<file path="src/hw/timer_pkg.sv">
// Register map, field positions, mode codes and timing constants of the timer block.
package timer_pkg;
	localparam int ADDR_W = 4;
	localparam int DATA_W = 8;
	// Register offsets on the plain register port.
	localparam logic [3:0] ADDR_MODE01 = 4'h0;
	localparam logic [3:0] ADDR_CTRL01 = 4'h1;
	localparam logic [3:0] ADDR_T0_LOW = 4'h2;
	localparam logic [3:0] ADDR_T0_HIGH = 4'h3;
	localparam logic [3:0] ADDR_T1_LOW = 4'h4;
	localparam logic [3:0] ADDR_T1_HIGH = 4'h5;
	localparam logic [3:0] ADDR_T2_CTRL = 4'h6;
	localparam logic [3:0] ADDR_T2_MODE = 4'h7;
	localparam logic [3:0] ADDR_T2_RLD_LOW = 4'h8;
	localparam logic [3:0] ADDR_T2_RLD_HIGH = 4'h9;
	localparam logic [3:0] ADDR_T2_LOW = 4'hA;
	localparam logic [3:0] ADDR_T2_HIGH = 4'hB;
	localparam logic [3:0] ADDR_CORE_CFG = 4'hC;
	// Fields of the shared mode byte; channel 1 uses the same layout in the high nibble.
	localparam int MODE_LSB = 0;
	localparam int COUNT_SEL_BIT = 2;
	localparam int GATE_BIT = 3;
	localparam int NIBBLE_1 = 4;
	// Fields of the channel 0/1 control register.
	localparam int C01_RUN0 = 0;
	localparam int C01_RUN1 = 1;
	localparam int C01_OVF0 = 2;
	localparam int C01_OVF1 = 3;
	// Fields of the channel 2 control register.
	localparam int C2_CAP_RLD = 0;
	localparam int C2_COUNT_SEL = 1;
	localparam int C2_RUN = 2;
	localparam int C2_EXT_EN = 3;
	localparam int C2_TX_BAUD = 4;
	localparam int C2_RX_BAUD = 5;
	localparam int C2_EXT_FLAG = 6;
	localparam int C2_OVF_FLAG = 7;
	// Fields of the channel 2 mode register and the core configuration register.
	localparam int M2_CLKOUT_EN = 1;
	localparam int CFG_CLK_DOUBLE = 0;
	// Channel 0/1 operating modes.
	localparam logic [1:0] MODE_13BIT = 2'h0;
	localparam logic [1:0] MODE_16BIT = 2'h1;
	localparam logic [1:0] MODE_RELOAD8 = 2'h2;
	localparam logic [1:0] MODE_SPLIT = 2'h3;
	// Machine cycle lengths in oscillator clocks.
	localparam logic [3:0] MC_CLOCKS_STD = 4'hC;
	localparam logic [3:0] MC_CLOCKS_DBL = 4'h6;
	localparam logic [4:0] PRESCALE_FULL = 5'h1F;
	localparam logic [7:0] BYTE_FULL = 8'hFF;
	localparam logic [15:0] WORD_FULL = 16'hFFFF;
	localparam logic [7:0] RESET_BYTE = 8'h00;
endpackage

</file>
<file path="src/hw/triple_timer.sv">
// Three timer/counter channels with clock output, reached over a plain register port.
//
// The strobed register port and the placing of the registers were left to the implementer.
`timescale 1ns/1ns
`default_nettype none
module triple_timer #(
	parameter int ADDR_WIDTH = timer_pkg::ADDR_W
) (
	// Clock and reset.
	input wire logic clk,
	input wire logic rstn,
	// Register port.
	input wire logic [ADDR_WIDTH-1:0] addr,
	input wire logic [timer_pkg::DATA_W-1:0] wdata,
	input wire logic wr,
	input wire logic rd,
	output logic [timer_pkg::DATA_W-1:0] rdata,
	// External pins.
	input wire logic ext_irq0_pin,
	input wire logic ext_irq1_pin,
	input wire logic t0_count_pin,
	input wire logic t1_count_pin,
	input wire logic timer2_trigger_pin,
	input wire logic p1_0_in,
	output logic p1_0_out,
	output logic p1_0_oe,
	// Ticks to the serial port.
	output logic timer1_ovf_tick,
	output logic rx_baud_tick,
	output logic tx_baud_tick
);
	import timer_pkg::*;

	initial
	begin
		if (ADDR_WIDTH < ADDR_W)
			$error("register port address too narrow for the map");
	end

	logic [7:0] timer01_mode_byte_reg;
	logic [7:0] ctrl01_reg;
	logic [7:0] timer0_low_byte_reg, timer0_high_byte_reg;
	logic [7:0] timer1_low_byte_reg, timer1_high_byte_reg;
	logic [7:0] timer2_control_reg, timer2_mode_reg;
	logic [7:0] timer2_reload_low_reg, timer2_reload_high_reg;
	logic [7:0] timer2_low_byte_reg, timer2_high_byte_reg;
	logic clk_double_reg;
	logic [3:0] presc_reg;
	logic half_reg;
	logic clkout_reg;
	logic [3:0] falls;
	logic [3:0] addr_lo;

	assign addr_lo = addr[ADDR_W-1:0];

	// Steps a 13-bit, 16-bit, 8-bit reload or split low counter; bit 16 is the overflow.
	function automatic logic [16:0] step01(input logic [1:0] mode, input logic [7:0] hi, input logic [7:0] lo);
		logic [16:0] r;
		r = {1'b0, hi, lo};
		unique case (mode)
			MODE_13BIT:
			begin
				if (lo[4:0] == PRESCALE_FULL)
					r = {hi == BYTE_FULL, hi + 8'h01, lo[7:5], 5'h00};
				else
					r = {1'b0, hi, lo[7:5], lo[4:0] + 5'h01};
			end
			MODE_16BIT:
				r = {1'b0, hi, lo} + 17'h00001;
			MODE_RELOAD8:
			begin
				if (lo == BYTE_FULL)
					r = {1'b1, hi, hi};
				else
					r = {1'b0, hi, lo + 8'h01};
			end
			MODE_SPLIT:
				r = {lo == BYTE_FULL, hi, lo + 8'h01};
		endcase
		return r;
	endfunction

	fall_detect #(
		.WIDTH(4)
	) u_fall (
		.clk(clk),
		.rstn(rstn),
		.pin({timer2_trigger_pin, p1_0_in, t1_count_pin, t0_count_pin}),
		.fall(falls)
	);

	// Field decode.
	logic [1:0] mode0, mode1;
	logic count_sel0, count_sel1, gate0, gate1;
	logic timer0_run, timer1_run, timer2_run;
	logic timer2_counter_select, timer2_clockout_enable, cap_mode, ext_en, baud_mode;
	assign mode0 = timer01_mode_byte_reg[MODE_LSB+:2];
	assign count_sel0 = timer01_mode_byte_reg[COUNT_SEL_BIT];
	assign gate0 = timer01_mode_byte_reg[GATE_BIT];
	assign mode1 = timer01_mode_byte_reg[NIBBLE_1+MODE_LSB+:2];
	assign count_sel1 = timer01_mode_byte_reg[NIBBLE_1+COUNT_SEL_BIT];
	assign gate1 = timer01_mode_byte_reg[NIBBLE_1+GATE_BIT];
	assign timer0_run = ctrl01_reg[C01_RUN0];
	assign timer1_run = ctrl01_reg[C01_RUN1];
	assign timer2_run = timer2_control_reg[C2_RUN];
	assign timer2_counter_select = timer2_control_reg[C2_COUNT_SEL];
	assign cap_mode = timer2_control_reg[C2_CAP_RLD];
	assign ext_en = timer2_control_reg[C2_EXT_EN];
	assign baud_mode = timer2_control_reg[C2_RX_BAUD] | timer2_control_reg[C2_TX_BAUD];
	assign timer2_clockout_enable = timer2_mode_reg[M2_CLKOUT_EN];

	// Machine-cycle prescaler and the tick used by baud and clock-out counting: half rate, or every clock with clock doubling.
	logic mc_tick, fast_tick;
	logic [3:0] mc_len;
	assign mc_len = clk_double_reg ? MC_CLOCKS_DBL : MC_CLOCKS_STD;
	assign mc_tick = (presc_reg == mc_len - 4'h1);
	assign fast_tick = clk_double_reg | half_reg;

	always_ff @(posedge clk)
	begin
		if (!rstn)
		begin
			presc_reg <= 4'h0;
			half_reg <= 1'b0;
		end
		else
		begin
			presc_reg <= (mc_tick || presc_reg >= mc_len) ? 4'h0 : presc_reg + 4'h1;
			half_reg <= ~half_reg;
		end
	end

	// Increment enables for channels 0 and 1.
	logic run_ok0, run_ok1, inc0, inc0_high, inc1;
	logic [16:0] step0, step1;
	assign run_ok0 = timer0_run & (~gate0 | ext_irq0_pin);
	assign run_ok1 = timer1_run & (~gate1 | ext_irq1_pin) & (mode1 != MODE_SPLIT);
	assign inc0 = run_ok0 & (count_sel0 ? falls[0] : mc_tick);
	assign inc1 = run_ok1 & (count_sel1 ? falls[1] : mc_tick);
	assign inc0_high = (mode0 == MODE_SPLIT) & timer1_run & mc_tick;
	assign step0 = step01(mode0, timer0_high_byte_reg, timer0_low_byte_reg);
	assign step1 = step01(mode1, timer1_high_byte_reg, timer1_low_byte_reg);

	logic ovf0, ovf0_high, ovf1;
	assign ovf0 = inc0 & step0[16];
	assign ovf0_high = inc0_high & (timer0_high_byte_reg == BYTE_FULL);
	assign ovf1 = inc1 & step1[16];

	// Register writes take priority over counting on the same byte.
	always_ff @(posedge clk)
	begin
		if (!rstn)
		begin
			timer0_low_byte_reg <= RESET_BYTE;
			timer0_high_byte_reg <= RESET_BYTE;
		end
		else
		begin
			if (wr && addr_lo == ADDR_T0_LOW)
				timer0_low_byte_reg <= wdata;
			else if (inc0)
				timer0_low_byte_reg <= step0[7:0];
			if (wr && addr_lo == ADDR_T0_HIGH)
				timer0_high_byte_reg <= wdata;
			else if (inc0_high)
				timer0_high_byte_reg <= timer0_high_byte_reg + 8'h01;
			else if (inc0 && mode0 != MODE_SPLIT)
				timer0_high_byte_reg <= step0[15:8];
		end
	end

	always_ff @(posedge clk)
	begin
		if (!rstn)
		begin
			timer1_low_byte_reg <= RESET_BYTE;
			timer1_high_byte_reg <= RESET_BYTE;
		end
		else
		begin
			if (wr && addr_lo == ADDR_T1_LOW)
				timer1_low_byte_reg <= wdata;
			else if (inc1)
				timer1_low_byte_reg <= step1[7:0];
			if (wr && addr_lo == ADDR_T1_HIGH)
				timer1_high_byte_reg <= wdata;
			else if (inc1)
				timer1_high_byte_reg <= step1[15:8];
		end
	end

	// Mode, control and configuration registers; overflow flags are set-wins over a software clear.
	always_ff @(posedge clk)
	begin
		if (!rstn)
		begin
			timer01_mode_byte_reg <= RESET_BYTE;
			ctrl01_reg <= RESET_BYTE;
			timer2_mode_reg <= RESET_BYTE;
			clk_double_reg <= 1'b0;
		end
		else
		begin
			if (wr && addr_lo == ADDR_MODE01)
				timer01_mode_byte_reg <= wdata;
			if (wr && addr_lo == ADDR_T2_MODE)
				timer2_mode_reg <= wdata;
			if (wr && addr_lo == ADDR_CORE_CFG)
				clk_double_reg <= wdata[CFG_CLK_DOUBLE];
			if (wr && addr_lo == ADDR_CTRL01)
				ctrl01_reg <= {4'h0, wdata[3:0]};
			// While channel 0 is split, its high half owns the channel 1 flag.
			if (ovf0)
				ctrl01_reg[C01_OVF0] <= 1'b1;
			if (ovf0_high || (ovf1 && mode0 != MODE_SPLIT))
				ctrl01_reg[C01_OVF1] <= 1'b1;
		end
	end

	// Channel 2.
	logic inc2, ovf2, trig2, ext_event;
	logic [15:0] count2, reload2;
	assign count2 = {timer2_high_byte_reg, timer2_low_byte_reg};
	assign reload2 = {timer2_reload_high_reg, timer2_reload_low_reg};
	assign inc2 = timer2_run & (timer2_counter_select ? falls[2] :
		((baud_mode | timer2_clockout_enable) ? fast_tick : mc_tick));
	assign ovf2 = inc2 & (count2 == WORD_FULL);
	assign ext_event = ext_en & falls[3];
	assign trig2 = ext_event & ~baud_mode;

	logic reload_on_ovf;
	logic [15:0] count2_next;
	assign reload_on_ovf = baud_mode | timer2_clockout_enable | ~cap_mode;

	always_comb
	begin
		count2_next = count2;
		if (ovf2)
			count2_next = reload_on_ovf ? reload2 : 16'h0000;
		else if (inc2)
			count2_next = count2 + 16'h0001;
		if (trig2 && !cap_mode)
			count2_next = reload2;
	end

	always_ff @(posedge clk)
	begin
		if (!rstn)
		begin
			timer2_low_byte_reg <= RESET_BYTE;
			timer2_high_byte_reg <= RESET_BYTE;
		end
		else
		begin
			timer2_low_byte_reg <= (wr && addr_lo == ADDR_T2_LOW) ? wdata : count2_next[7:0];
			timer2_high_byte_reg <= (wr && addr_lo == ADDR_T2_HIGH) ? wdata : count2_next[15:8];
		end
	end

	// Capture registers double as the reload word.
	always_ff @(posedge clk)
	begin
		if (!rstn)
		begin
			timer2_reload_low_reg <= RESET_BYTE;
			timer2_reload_high_reg <= RESET_BYTE;
		end
		else
		begin
			if (wr && addr_lo == ADDR_T2_RLD_LOW)
				timer2_reload_low_reg <= wdata;
			else if (trig2 && cap_mode)
				timer2_reload_low_reg <= timer2_low_byte_reg;
			if (wr && addr_lo == ADDR_T2_RLD_HIGH)
				timer2_reload_high_reg <= wdata;
			else if (trig2 && cap_mode)
				timer2_reload_high_reg <= timer2_high_byte_reg;
		end
	end

	always_ff @(posedge clk)
	begin
		if (!rstn)
			timer2_control_reg <= RESET_BYTE;
		else
		begin
			if (wr && addr_lo == ADDR_T2_CTRL)
				timer2_control_reg <= wdata;
			if (ovf2 && !baud_mode && !timer2_clockout_enable)
				timer2_control_reg[C2_OVF_FLAG] <= 1'b1;
			if (trig2)
				timer2_control_reg[C2_EXT_FLAG] <= 1'b1;
		end
	end

	// Clock output toggles on each roll-over, giving a 50% duty square wave.
	always_ff @(posedge clk)
	begin
		if (!rstn)
			clkout_reg <= 1'b0;
		else if (!timer2_clockout_enable)
			clkout_reg <= 1'b0;
		else if (ovf2)
			clkout_reg <= ~clkout_reg;
	end

	assign p1_0_out = clkout_reg;
	assign p1_0_oe = timer2_clockout_enable & ~timer2_counter_select;
	assign timer1_ovf_tick = ovf1;
	assign rx_baud_tick = ovf2 & timer2_control_reg[C2_RX_BAUD];
	assign tx_baud_tick = ovf2 & timer2_control_reg[C2_TX_BAUD];

	// Read data appear in the cycle after the read strobe only.
	always_ff @(posedge clk)
	begin
		if (!rstn || !rd)
			rdata <= RESET_BYTE;
		else
		begin
			unique case (addr_lo)
				ADDR_MODE01: rdata <= timer01_mode_byte_reg;
				ADDR_CTRL01: rdata <= ctrl01_reg;
				ADDR_T0_LOW: rdata <= timer0_low_byte_reg;
				ADDR_T0_HIGH: rdata <= timer0_high_byte_reg;
				ADDR_T1_LOW: rdata <= timer1_low_byte_reg;
				ADDR_T1_HIGH: rdata <= timer1_high_byte_reg;
				ADDR_T2_CTRL: rdata <= timer2_control_reg;
				ADDR_T2_MODE: rdata <= timer2_mode_reg;
				ADDR_T2_RLD_LOW: rdata <= timer2_reload_low_reg;
				ADDR_T2_RLD_HIGH: rdata <= timer2_reload_high_reg;
				ADDR_T2_LOW: rdata <= timer2_low_byte_reg;
				ADDR_T2_HIGH: rdata <= timer2_high_byte_reg;
				ADDR_CORE_CFG: rdata <= {7'h00, clk_double_reg};
				default: rdata <= RESET_BYTE;
			endcase
		end
	end
endmodule
`default_nettype wire

</file>
<file path="src/hw/fall_detect.sv">
// Falling-edge detector for a group of synchronous pin inputs.
`timescale 1ns/1ns
`default_nettype none
module fall_detect #(
	parameter int WIDTH = 4
) (
	// Clock and reset.
	input wire logic clk,
	input wire logic rstn,
	// Pins and detected edges.
	input wire logic [WIDTH-1:0] pin,
	output logic [WIDTH-1:0] fall
);
	logic [WIDTH-1:0] prev_reg;

	initial
	begin
		if (WIDTH < 1)
			$error("fall_detect needs at least one pin");
	end

	// Previous level resets high, so a pin held low at reset gives one edge in the first cycle after reset.
	always_ff @(posedge clk)
	begin
		if (!rstn)
			prev_reg <= '1;
		else
			prev_reg <= pin;
	end

	genvar i;
	generate
		for (i = 0; i < WIDTH; i++)
		begin : g_edge
			assign fall[i] = prev_reg[i] & ~pin[i];
		end
	endgenerate
endmodule
`default_nettype wire

</file>
<file path="config.mk">
export PLATFORM = sky130hd
export DESIGN_NAME = triple_timer
export DESIGN_NICKNAME = d
export VERILOG_FILES = /design/src/hw/timer_pkg.sv /design/src/hw/triple_timer.sv /design/src/hw/fall_detect.sv
export SDC_FILE = /design/constraint.sdc
export NUM_CORES = 1
export LEC_CHECK = 0
export BUFFER_PORTS_ARGS = -buffer_cell sky130_fd_sc_hd__buf_2
export CAP_MARGIN = 20
export CELL_PAD_IN_SITES_DETAIL_PLACEMENT = 1
export CELL_PAD_IN_SITES_GLOBAL_PLACEMENT = 1
export CORE_MARGIN = 5
export CORE_UTILIZATION = 45
export CTS_CLUSTER_SIZE = 30
export DETAILED_ROUTE_END_ITERATION = 8
export GPL_ROUTABILITY_DRIVEN = 0
export PLACE_DENSITY = 0.77
export SLEW_MARGIN = 20
export SYNTH_ARGS = -nofsm -noshare
export SYNTH_HDL_FRONTEND = slang
export SYNTH_SLANG_ARGS = --single-unit
</file>
<file path="constraint.sdc">
create_clock -name clk -period 6.7 [get_ports clk]
set_clock_uncertainty 0.15 [all_clocks]
set_input_delay 2.01 -clock clk [delete_from_list [all_inputs] [get_ports clk]]
set_output_delay 2.01 -clock clk [all_outputs]
set_load 0.05 [all_outputs]
</file>
==> After elaboration in Yosys (flattened, before gate mapping) <==
Index checks and enable logic that the tools add are counted.
{ "word_totals": {"input_bits": 22, "register_bits": 111} }
{ "classes": {"n_reduce_logical": 48, "n_eq_ne": 36, "bitwise": 39, "n_addsub": 11, "n_lt_le_gt_ge": 1, "muxes": 37} }
{ "ops": {"columns": ["operator", "count"], "rows": [
  ["$pmux 17 s4", 2],
  ["$mux 8", 16],
  ["$pmux 8 s13", 1],
  ["$mux 17", 4],
  ["$mux 16", 4],
  ["$add 16x1->17 const B", 2],
  ["$add 8x1->8 const B", 4],
  ["$eq 8x8->1 const B", 4],
  ["$and 1x1->1", 21],
  ["$eq 4x4->1 const B", 5],
  ["$logic_and 1x1->1", 19],
  ["$reduce_bool 2->1", 9],
  ["$add 16x1->16 const B", 1],
  ["$eq 16x16->1 const B", 1],
  ["$eq 4x3->1 const B", 4],
  ["$ne 2x2->1 const B", 6],
  ["$not 1->1", 12],
  ["$add 5x1->5 const B", 2],
  ["$eq 5x5->1 const B", 2],
  ["$eq 2x2->1 const B", 4],
  ["$eq 4x2->1 const B", 2],
  ["$mux 1", 8],
  ["$mux 4", 2],
  ["$reduce_and 4->1", 2],
  ["other kinds (18)", 35]
]} }

==> Depth between registers and ports, before layout <==
Gate-level depths: netlist of the first run.
{ "logic_depth": {"ltp_word": 10, "mapped_depth": 10, "depth_no_buf": 9} }

==> By module <==
A second synthesis of the first run with hierarchy kept.
{ "unflattened": {"cells_unflattened": 874, "area_unflattened_um2": 7119.3} }
{ "by_module_without_submodules": {"columns": ["mod", "cells_per_inst", "instances", "area_each_um2", "seq_area_each_um2"], "rows": [
  ["triple_timer", 862, 1, 6989.2, 2142.1],
  ["fall_detect", 12, 1, 130.1, 80.1]
]} }

==> Worst setup path before layout of the first run <==
No wires, ideal clock.
{ "synth_path": {"path_type": "in2out", "from": "input t1_count_pin", "to": "output timer1_ovf_tick", "stages": 5, "t_arrival_ns": 3.513, "setup_slack_ns": 1.027, "path_buffers": 0, "cell_sequence": "nand2b_1 a221oi_1 o21ai_1 nand2b_1 nor2_1"} }
{ "synth_between": {"elab_chain_cells": 5} }
{ "synth_rtl": {"columns": ["element", "line_no", "rtl"], "rows": [
  ["start, declared", "triple_timer.sv:22", "input wire logic t1_count_pin,"],
  ["$not 1->1", "fall_detect.sv:35", "assign fall[i] = prev_reg[i] & ~pin[i];"],
  ["$and 1x1->1", "fall_detect.sv:35", null],
  ["$mux 1", "triple_timer.sv:139", "assign inc1 = run_ok1 & (count_sel1 ? falls[1] : mc_tick);"],
  ["$and 1x1->1", "triple_timer.sv:139", null],
  ["$and 1x1->1", "triple_timer.sv:147", "assign ovf1 = inc1 & step1[16];"],
  ["end, declared", "triple_timer.sv:28", "output logic timer1_ovf_tick,"]
]} }
Every way passes these cells.

==> Final worst setup path of the first run <==
Ends and elaborated chain as after synthesis.

==> flow_metrics.py, run 1 <==
metrics = {
    "status": {
        "outcome": "complete, no violations",
    },
    "routing": {
        "wl_per_cell_microns": 25.0,
        "antenna_left": 0,
        "wl_microns": 28200,
        "drc": 0,
        "dr.pass1.iters": 5,
        "vias": 7508,
        "vias_per_cell": 6.68,
        "drt_iter0_markers": 717,
    },
    "worst_setup_path": {
        "crit_required_ns": 4.54,
        "cp-start-kind": "input pin",
        "crit_arrival_ns": 3.96,
        "worst-setup-path-type": "in -> out",
        "worstPathMaxFanout": 6,
        "endpoint_kind": "primary output",
    },
    "synth": {
        "synth-main-ff-cell": "dfxtp_1",
        "syn_area_sq_um": 7260,
        "seq_area_frac_synth": 0.306,
        "synth_top_area_share": 0.306,
        "yosysWarnings": 0,
        "synth_edf_count": 0,
        "synthesis.nets": 950,
        "synth.distinct_cells": 95,
        "synth_area_leaders": "dfxtp_1 31%, mux2i_1 5.9%, nor2_1 5.8%, a21oi_1 3.9%, o21ai_0 3.9%",
        "async_flop_share": 0,
        "synthCells": 918,
        "synth.most_common_cell": "nor2_1",
        "ys_ff_latch": 111,
        "synth_common_cells": "113 x nor2_1, 111 x dfxtp_1, 73 x nand2_1, 56 x a21oi_1, 56 x o21ai_0",
        "synth.avg_cell_area_sq_um": 7.91,
        "yosysTopAreaCell": "dfxtp_1",
    },
    "floorplanning": {
        "dieHeight_microns": 137,
        "die_w_microns": 137,
        "dieArea_sq_um": 18800,
        "rows": 46,
        "start_util": 0.457,
        "core_sq_um": 15900,
        "ioPinCount": 35,
    },
    "clock_tree": {
        "clock-sinks": 111,
        "cts_root_buf": "clkbuf_16",
        "clkTransAtPathRegs_ns": 0.09,
        "clkLatencyLatePin_ns": 0.37,
        "cts_setup_buffers": 0,
        "cts_buffers": 9,
        "htreeDepth": 3,
        "cts_resized": 0,
        "clockBufferDepth": 2,
        "cts_tree": "built",
        "cts_hold_buf": 0,
    },
    "pwr": {
        "powerDensity_nw_per_um2": 184,
        "finalPower_mw": 1.41,
        "leakage_nw": 2.87,
        "intPower_uw": 989,
        "combPwrFrac": 0.101,
        "p_clk_frac": 0.400,
        "switchingPower_uw": 425,
        "p_seq_frac": 0.499,
        "ir_drop_mv": 0.179,
        "switching_share": 0.301,
    },
    "grt": {
        "overflow": 0,
        "antenna_found_initial": 0,
        "grt_pass1_wl_microns": 43700,
        "grt_start_max_net_pins": 43,
        "grt_pass1_vias": 7501,
        "globalRouteTotalUtil": 0.304,
    },
    "min_path": {
        "hold_path_class": "reg -> reg",
    },
    "timing": {
        "drv_slew": 0,
        "finalSetupTns_ns": 0,
        "rsz0062_at_grt": "no",
        "clock.fmax_mhz": 163,
        "worst_pin_slew_ns": 1.05,
        "hold_violations": 0,
        "fin_hold_ws_ns": 0.291,
        "relSlewSlack": 0.297,
        "setup_viol": 0,
        "fin_crit_sh": 0.913,
        "period_needed_ns": 6.12,
        "postLayoutSetupSlackWorst_ns": 0.582,
    },
    "final_layout": {
        "area_growth_pct": 6.08,
        "nets": 934,
        "drive_above_1_share": 0.104,
        "fin_util": 0.485,
    },
    "placement": {
        "pre_cts_slack_ns": 0.653,
        "io_buffers": 34,
        "hpwl_microns": 20200,
    },
    "flow_run": {
        "maxCapViolations": 0,
    },
}
## power groups by stage
| stage | Sequential (mW) | Clock, mW | Combinational (mW) |
|---|---|---|---|
| 6_report | 0.706 | 0.566 | 0.143 |
| 5_1_grt | 0.708 | 0.597 | 0.153 |
| 4_1_cts | 0.704 | 0.573 | 0.140 |
| 3_5_place_dp | 0.720 | 0 | 0.139 |
| 3_3_place_gp | 0.719 | 0 | 0.134 |
| 2_1_floorplan | 0.706 | 0 | 0.101 |
## cells by family (layout without fill, tap and decap cells)
| family | Yosys count | count (layout) | share of synthesized area |
|---|---|---|---|
| xor gates and xnor gates | 24 | 24 | 0.0300 |
| buffers and inverters | 82 | 71 | 0.0553 |
| muxes | 54 | 54 | 0.0768 |
| DFF | 111 | 111 | 0.306 |
| and+or+nand+nor | 364 | 364 | 0.255 |
| AOI/OAI and AO/OA | 273 | 273 | 0.260 |
| other | 0 | 1 | 0 |
| adders and majority gates | 10 | 10 | 0.0172 |
## routing by layer
metal / track usage / up-vias / part of all wire
li1: - / 3385 / -
met1: 0.406 / 3746 / 0.43
met2: 0.474 / 305 / 0.46
met3: 0.0629 / 72 / 0.069
met4: 0.134 / 0 / 0.040
met5: 0 / - / 0
## cell type report
cell class                      count  area, sq um
Clock buffer                        9          225
Inverter                           17         63.8
Sequential cell                   111         2220
Clock inverter                      7         81.3
Multi-Input combinational cell    725         4640
Tap cell                          216          270
Timing Repair Buffer               38          200
Fill cell                        1971         8180
Antenna cell                        1         2.50
## critical path: stages
cell and delay (ns):
buf_2 0.10, nand2b_1 0.14, a221oi_1 0.55, o21ai_1 0.40
nand2b_1 0.34, nor2_1 0.14, buf_2 0.27
## worst paths after layout
check,startpoint,endpoint,slack [ns],depth (start not counted)
min,half_reg,half_reg,0.29,1
min reg2reg,half_reg,half_reg,0.29,1
max reg2reg,clk_double_reg,timer1_low_byte_reg[7],3.67,7
max,t1_count_pin,timer1_ovf_tick,0.58,7
## cells in the final DEF (no fill, tap or decap), types with 26 or more instances in the layout
| cell type | instances |
|---|---|
| nor2_1 | 113 |
| mux2i_1 | 43 |
| nand2_1 | 73 |
| a21oi_1 | 56 |
| buf_2 | 34 |
| a211oi_1 | 26 |
| nand3_1 | 51 |
| dfxtp_1 | 111 |
| o21ai_0 | 56 |
## through the flow
stage,area [sq um],std cells
floorplan,7260,918
global placement,7400,1107
detailed placement,7400,1107
CTS,7700,1123
global route,7700,1123
finish,7700,1124
No activity file was read; power rests on OpenSTA's default activity.
==> run 2: changes to the inputs <==
Settings changed: CELL_PAD_IN_SITES_GLOBAL_PLACEMENT 1 to 2, CORE_UTILIZATION 45 to 40, PLACE_DENSITY 0.77 to 0.84.
==> run 2 against run 1 <==
  * Design area rose by 0.41%
  * Largest cell class unchanged
  * Maximum frequency is 6.5% higher
  * Sequential share of layout area shrank 0.12 points
  * Cell count is 1.2% higher
  * Largest power group unchanged
  * Critical path type unchanged
==> flow_metrics.py, run 2 (synthesized netlist as in run 1, its figures left out) <==
metrics = {
    "pwr": {
        "powerDensity_nw_per_um2": 184,
        "switching_share": 0.303,
        "switchingPower_uw": 431,
        "intPower_uw": 990,
        "p_seq_frac": 0.497,
        "finalPower_mw": 1.42,
        "combPwrFrac": 0.102,
        "p_clk_frac": 0.401,
        "ir_drop_mv": 0.168,
        "leakage_nw": 2.87,
    },
    "clock_tree": {
        "cts_buffers": 9,
        "htreeDepth": 3,
        "cts_resized": 0,
        "cts_root_buf": "clkbuf_16",
        "clkTransAtPathRegs_ns": 0.09,
        "cts_setup_buffers": 0,
        "clock-sinks": 111,
        "clockBufferDepth": 2,
        "clkLatencyLatePin_ns": 0.37,
        "cts_tree": "built",
        "cts_hold_buf": 0,
    },
    "timing": {
        "fin_hold_ws_ns": 0.273,
        "clock.fmax_mhz": 174,
        "relSlewSlack": 0.293,
        "finalSetupTns_ns": 0,
        "rsz0062_at_grt": "no",
        "drv_slew": 0,
        "hold_violations": 0,
        "worst_pin_slew_ns": 1.06,
        "fin_crit_sh": 0.857,
        "period_needed_ns": 5.74,
        "setup_viol": 0,
    },
    "routing": {
        "wl_per_cell_microns": 25.5,
        "vias": 7519,
        "drt_iter0_markers": 743,
        "wl_microns": 29000,
        "vias_per_cell": 6.61,
        "antenna_left": 0,
        "drc": 0,
        "dr.pass1.iters": 6,
    },
    "grt": {
        "overflow": 0,
        "grt_pass1_vias": 7383,
        "grt_pass1_wl_microns": 44700,
        "antenna_found_initial": 0,
        "globalRouteTotalUtil": 0.278,
        "grt_start_max_net_pins": 43,
    },
    "final_layout": {
        "area_growth_pct": 6.51,
        "final_common_cell": "nor2_1",
        "fin_util": 0.432,
        "nets": 935,
        "antenna_cells": 0,
        "num-fill-cells": 2186,
        "drive_above_1_share": 0.105,
        "final_cells": 1137,
        "final_cell_mix": "113 x nor2_1, 111 x dfxtp_1, 73 x nand2_1, 56 x a21oi_1, 56 x o21ai_0",
    },
    "floorplanning": {
        "ioPinCount": 35,
        "dieHeight_microns": 145,
        "rows": 49,
        "start_util": 0.406,
        "dieArea_sq_um": 21000,
        "core_sq_um": 17900,
        "die_w_microns": 145,
    },
    "worst_setup_path": {
        "path_cells": "buf_2 > nand2b_1 > a221oi_1 > o21ai_1 > nand2b_1 > nor2_1 > buf_2",
        "crit_required_ns": 4.54,
        "ff2ff_path_depth": 7,
        "crit_arrival_ns": 3.58,
        "cp-start-kind": "input pin",
        "r2r-start": "clk_double_reg",
        "endpoint_kind": "primary output",
        "worst-setup-path-type": "in -> out",
        "cpPeakStageDelay_ns": 0.35,
        "worstPathMaxFanout": 6,
        "critPathSlowestCell": "a221oi_1",
        "cp-startpoint": "t1_count_pin",
        "r2r_slack_ns": 3.57,
    },
    "min_path": {
        "holdPathStages": 1,
        "hold_path_class": "reg -> reg",
        "hold_path.startpoint": "half_reg",
    },
    "placement": {
        "hpwl_microns": 20900,
        "placedCellCount": 1121,
        "io_buffers": 34,
    },
    "flow_run": {
        "maxCapViolations": 0,
    },
    "status": {
        "outcome": "complete, no violations",
    },
}
[run 2: path summary, 6_finish.rpt]
| kind | end |
|---|---|
| max | timer1_ovf_tick |
| min | half_reg |
| max reg2reg | timer0_low_byte_reg[6] |
| min reg2reg | half_reg |
[run 2: metal layers]
metal,up-vias,share of wire,wire [microns],GRT usage
li1,3398,-,-,-
met1,3760,0.43,12500,0.381
met2,306,0.47,13700,0.445
met3,55,0.071,2060,0.0546
met4,0,0.026,767,0.0820
met5,-,0,0,0
[run 2: per-stage QoR]
stage                     worst slack, ns  cell area (sq um)
after CTS                           0.942               7740
final                               0.957               7740
after floorplan                      1.03               7260
after global routing                0.758               7740
after detailed placement            0.951               7420
after global placement               1.00               7420
[run 2: area by class of cell]
type,count,area [sq um],area share
clock buffer,9,225,0.0291
clock inverter,7,91.3,0.0118
inverter,17,63.8,0.00825
multi-input combinational,725,4640,0.600
sequential,111,2220,0.287
tap,229,287,0.0370
timing repair buffer,39,208,0.0268
[run 2: critical path, delay by kind of cell]
| kind | cells | cell delay, ns |
|---|---|---|
| AOI/OAI and AO/OA | 2 | 0.62 |
| and+or+nand+nor | 3 | 0.58 |
| buffers and inverters | 2 | 0.37 |
[run 2: power by group through the flow]
stage	combinational (mW)	sequential, mW	clock [mW]
floorplan	0.101	0.706	0
global placement	0.137	0.719	0
detailed placement	0.142	0.721	0
CTS	0.143	0.705	0.579
global route	0.156	0.708	0.600
finish	0.145	0.706	0.570
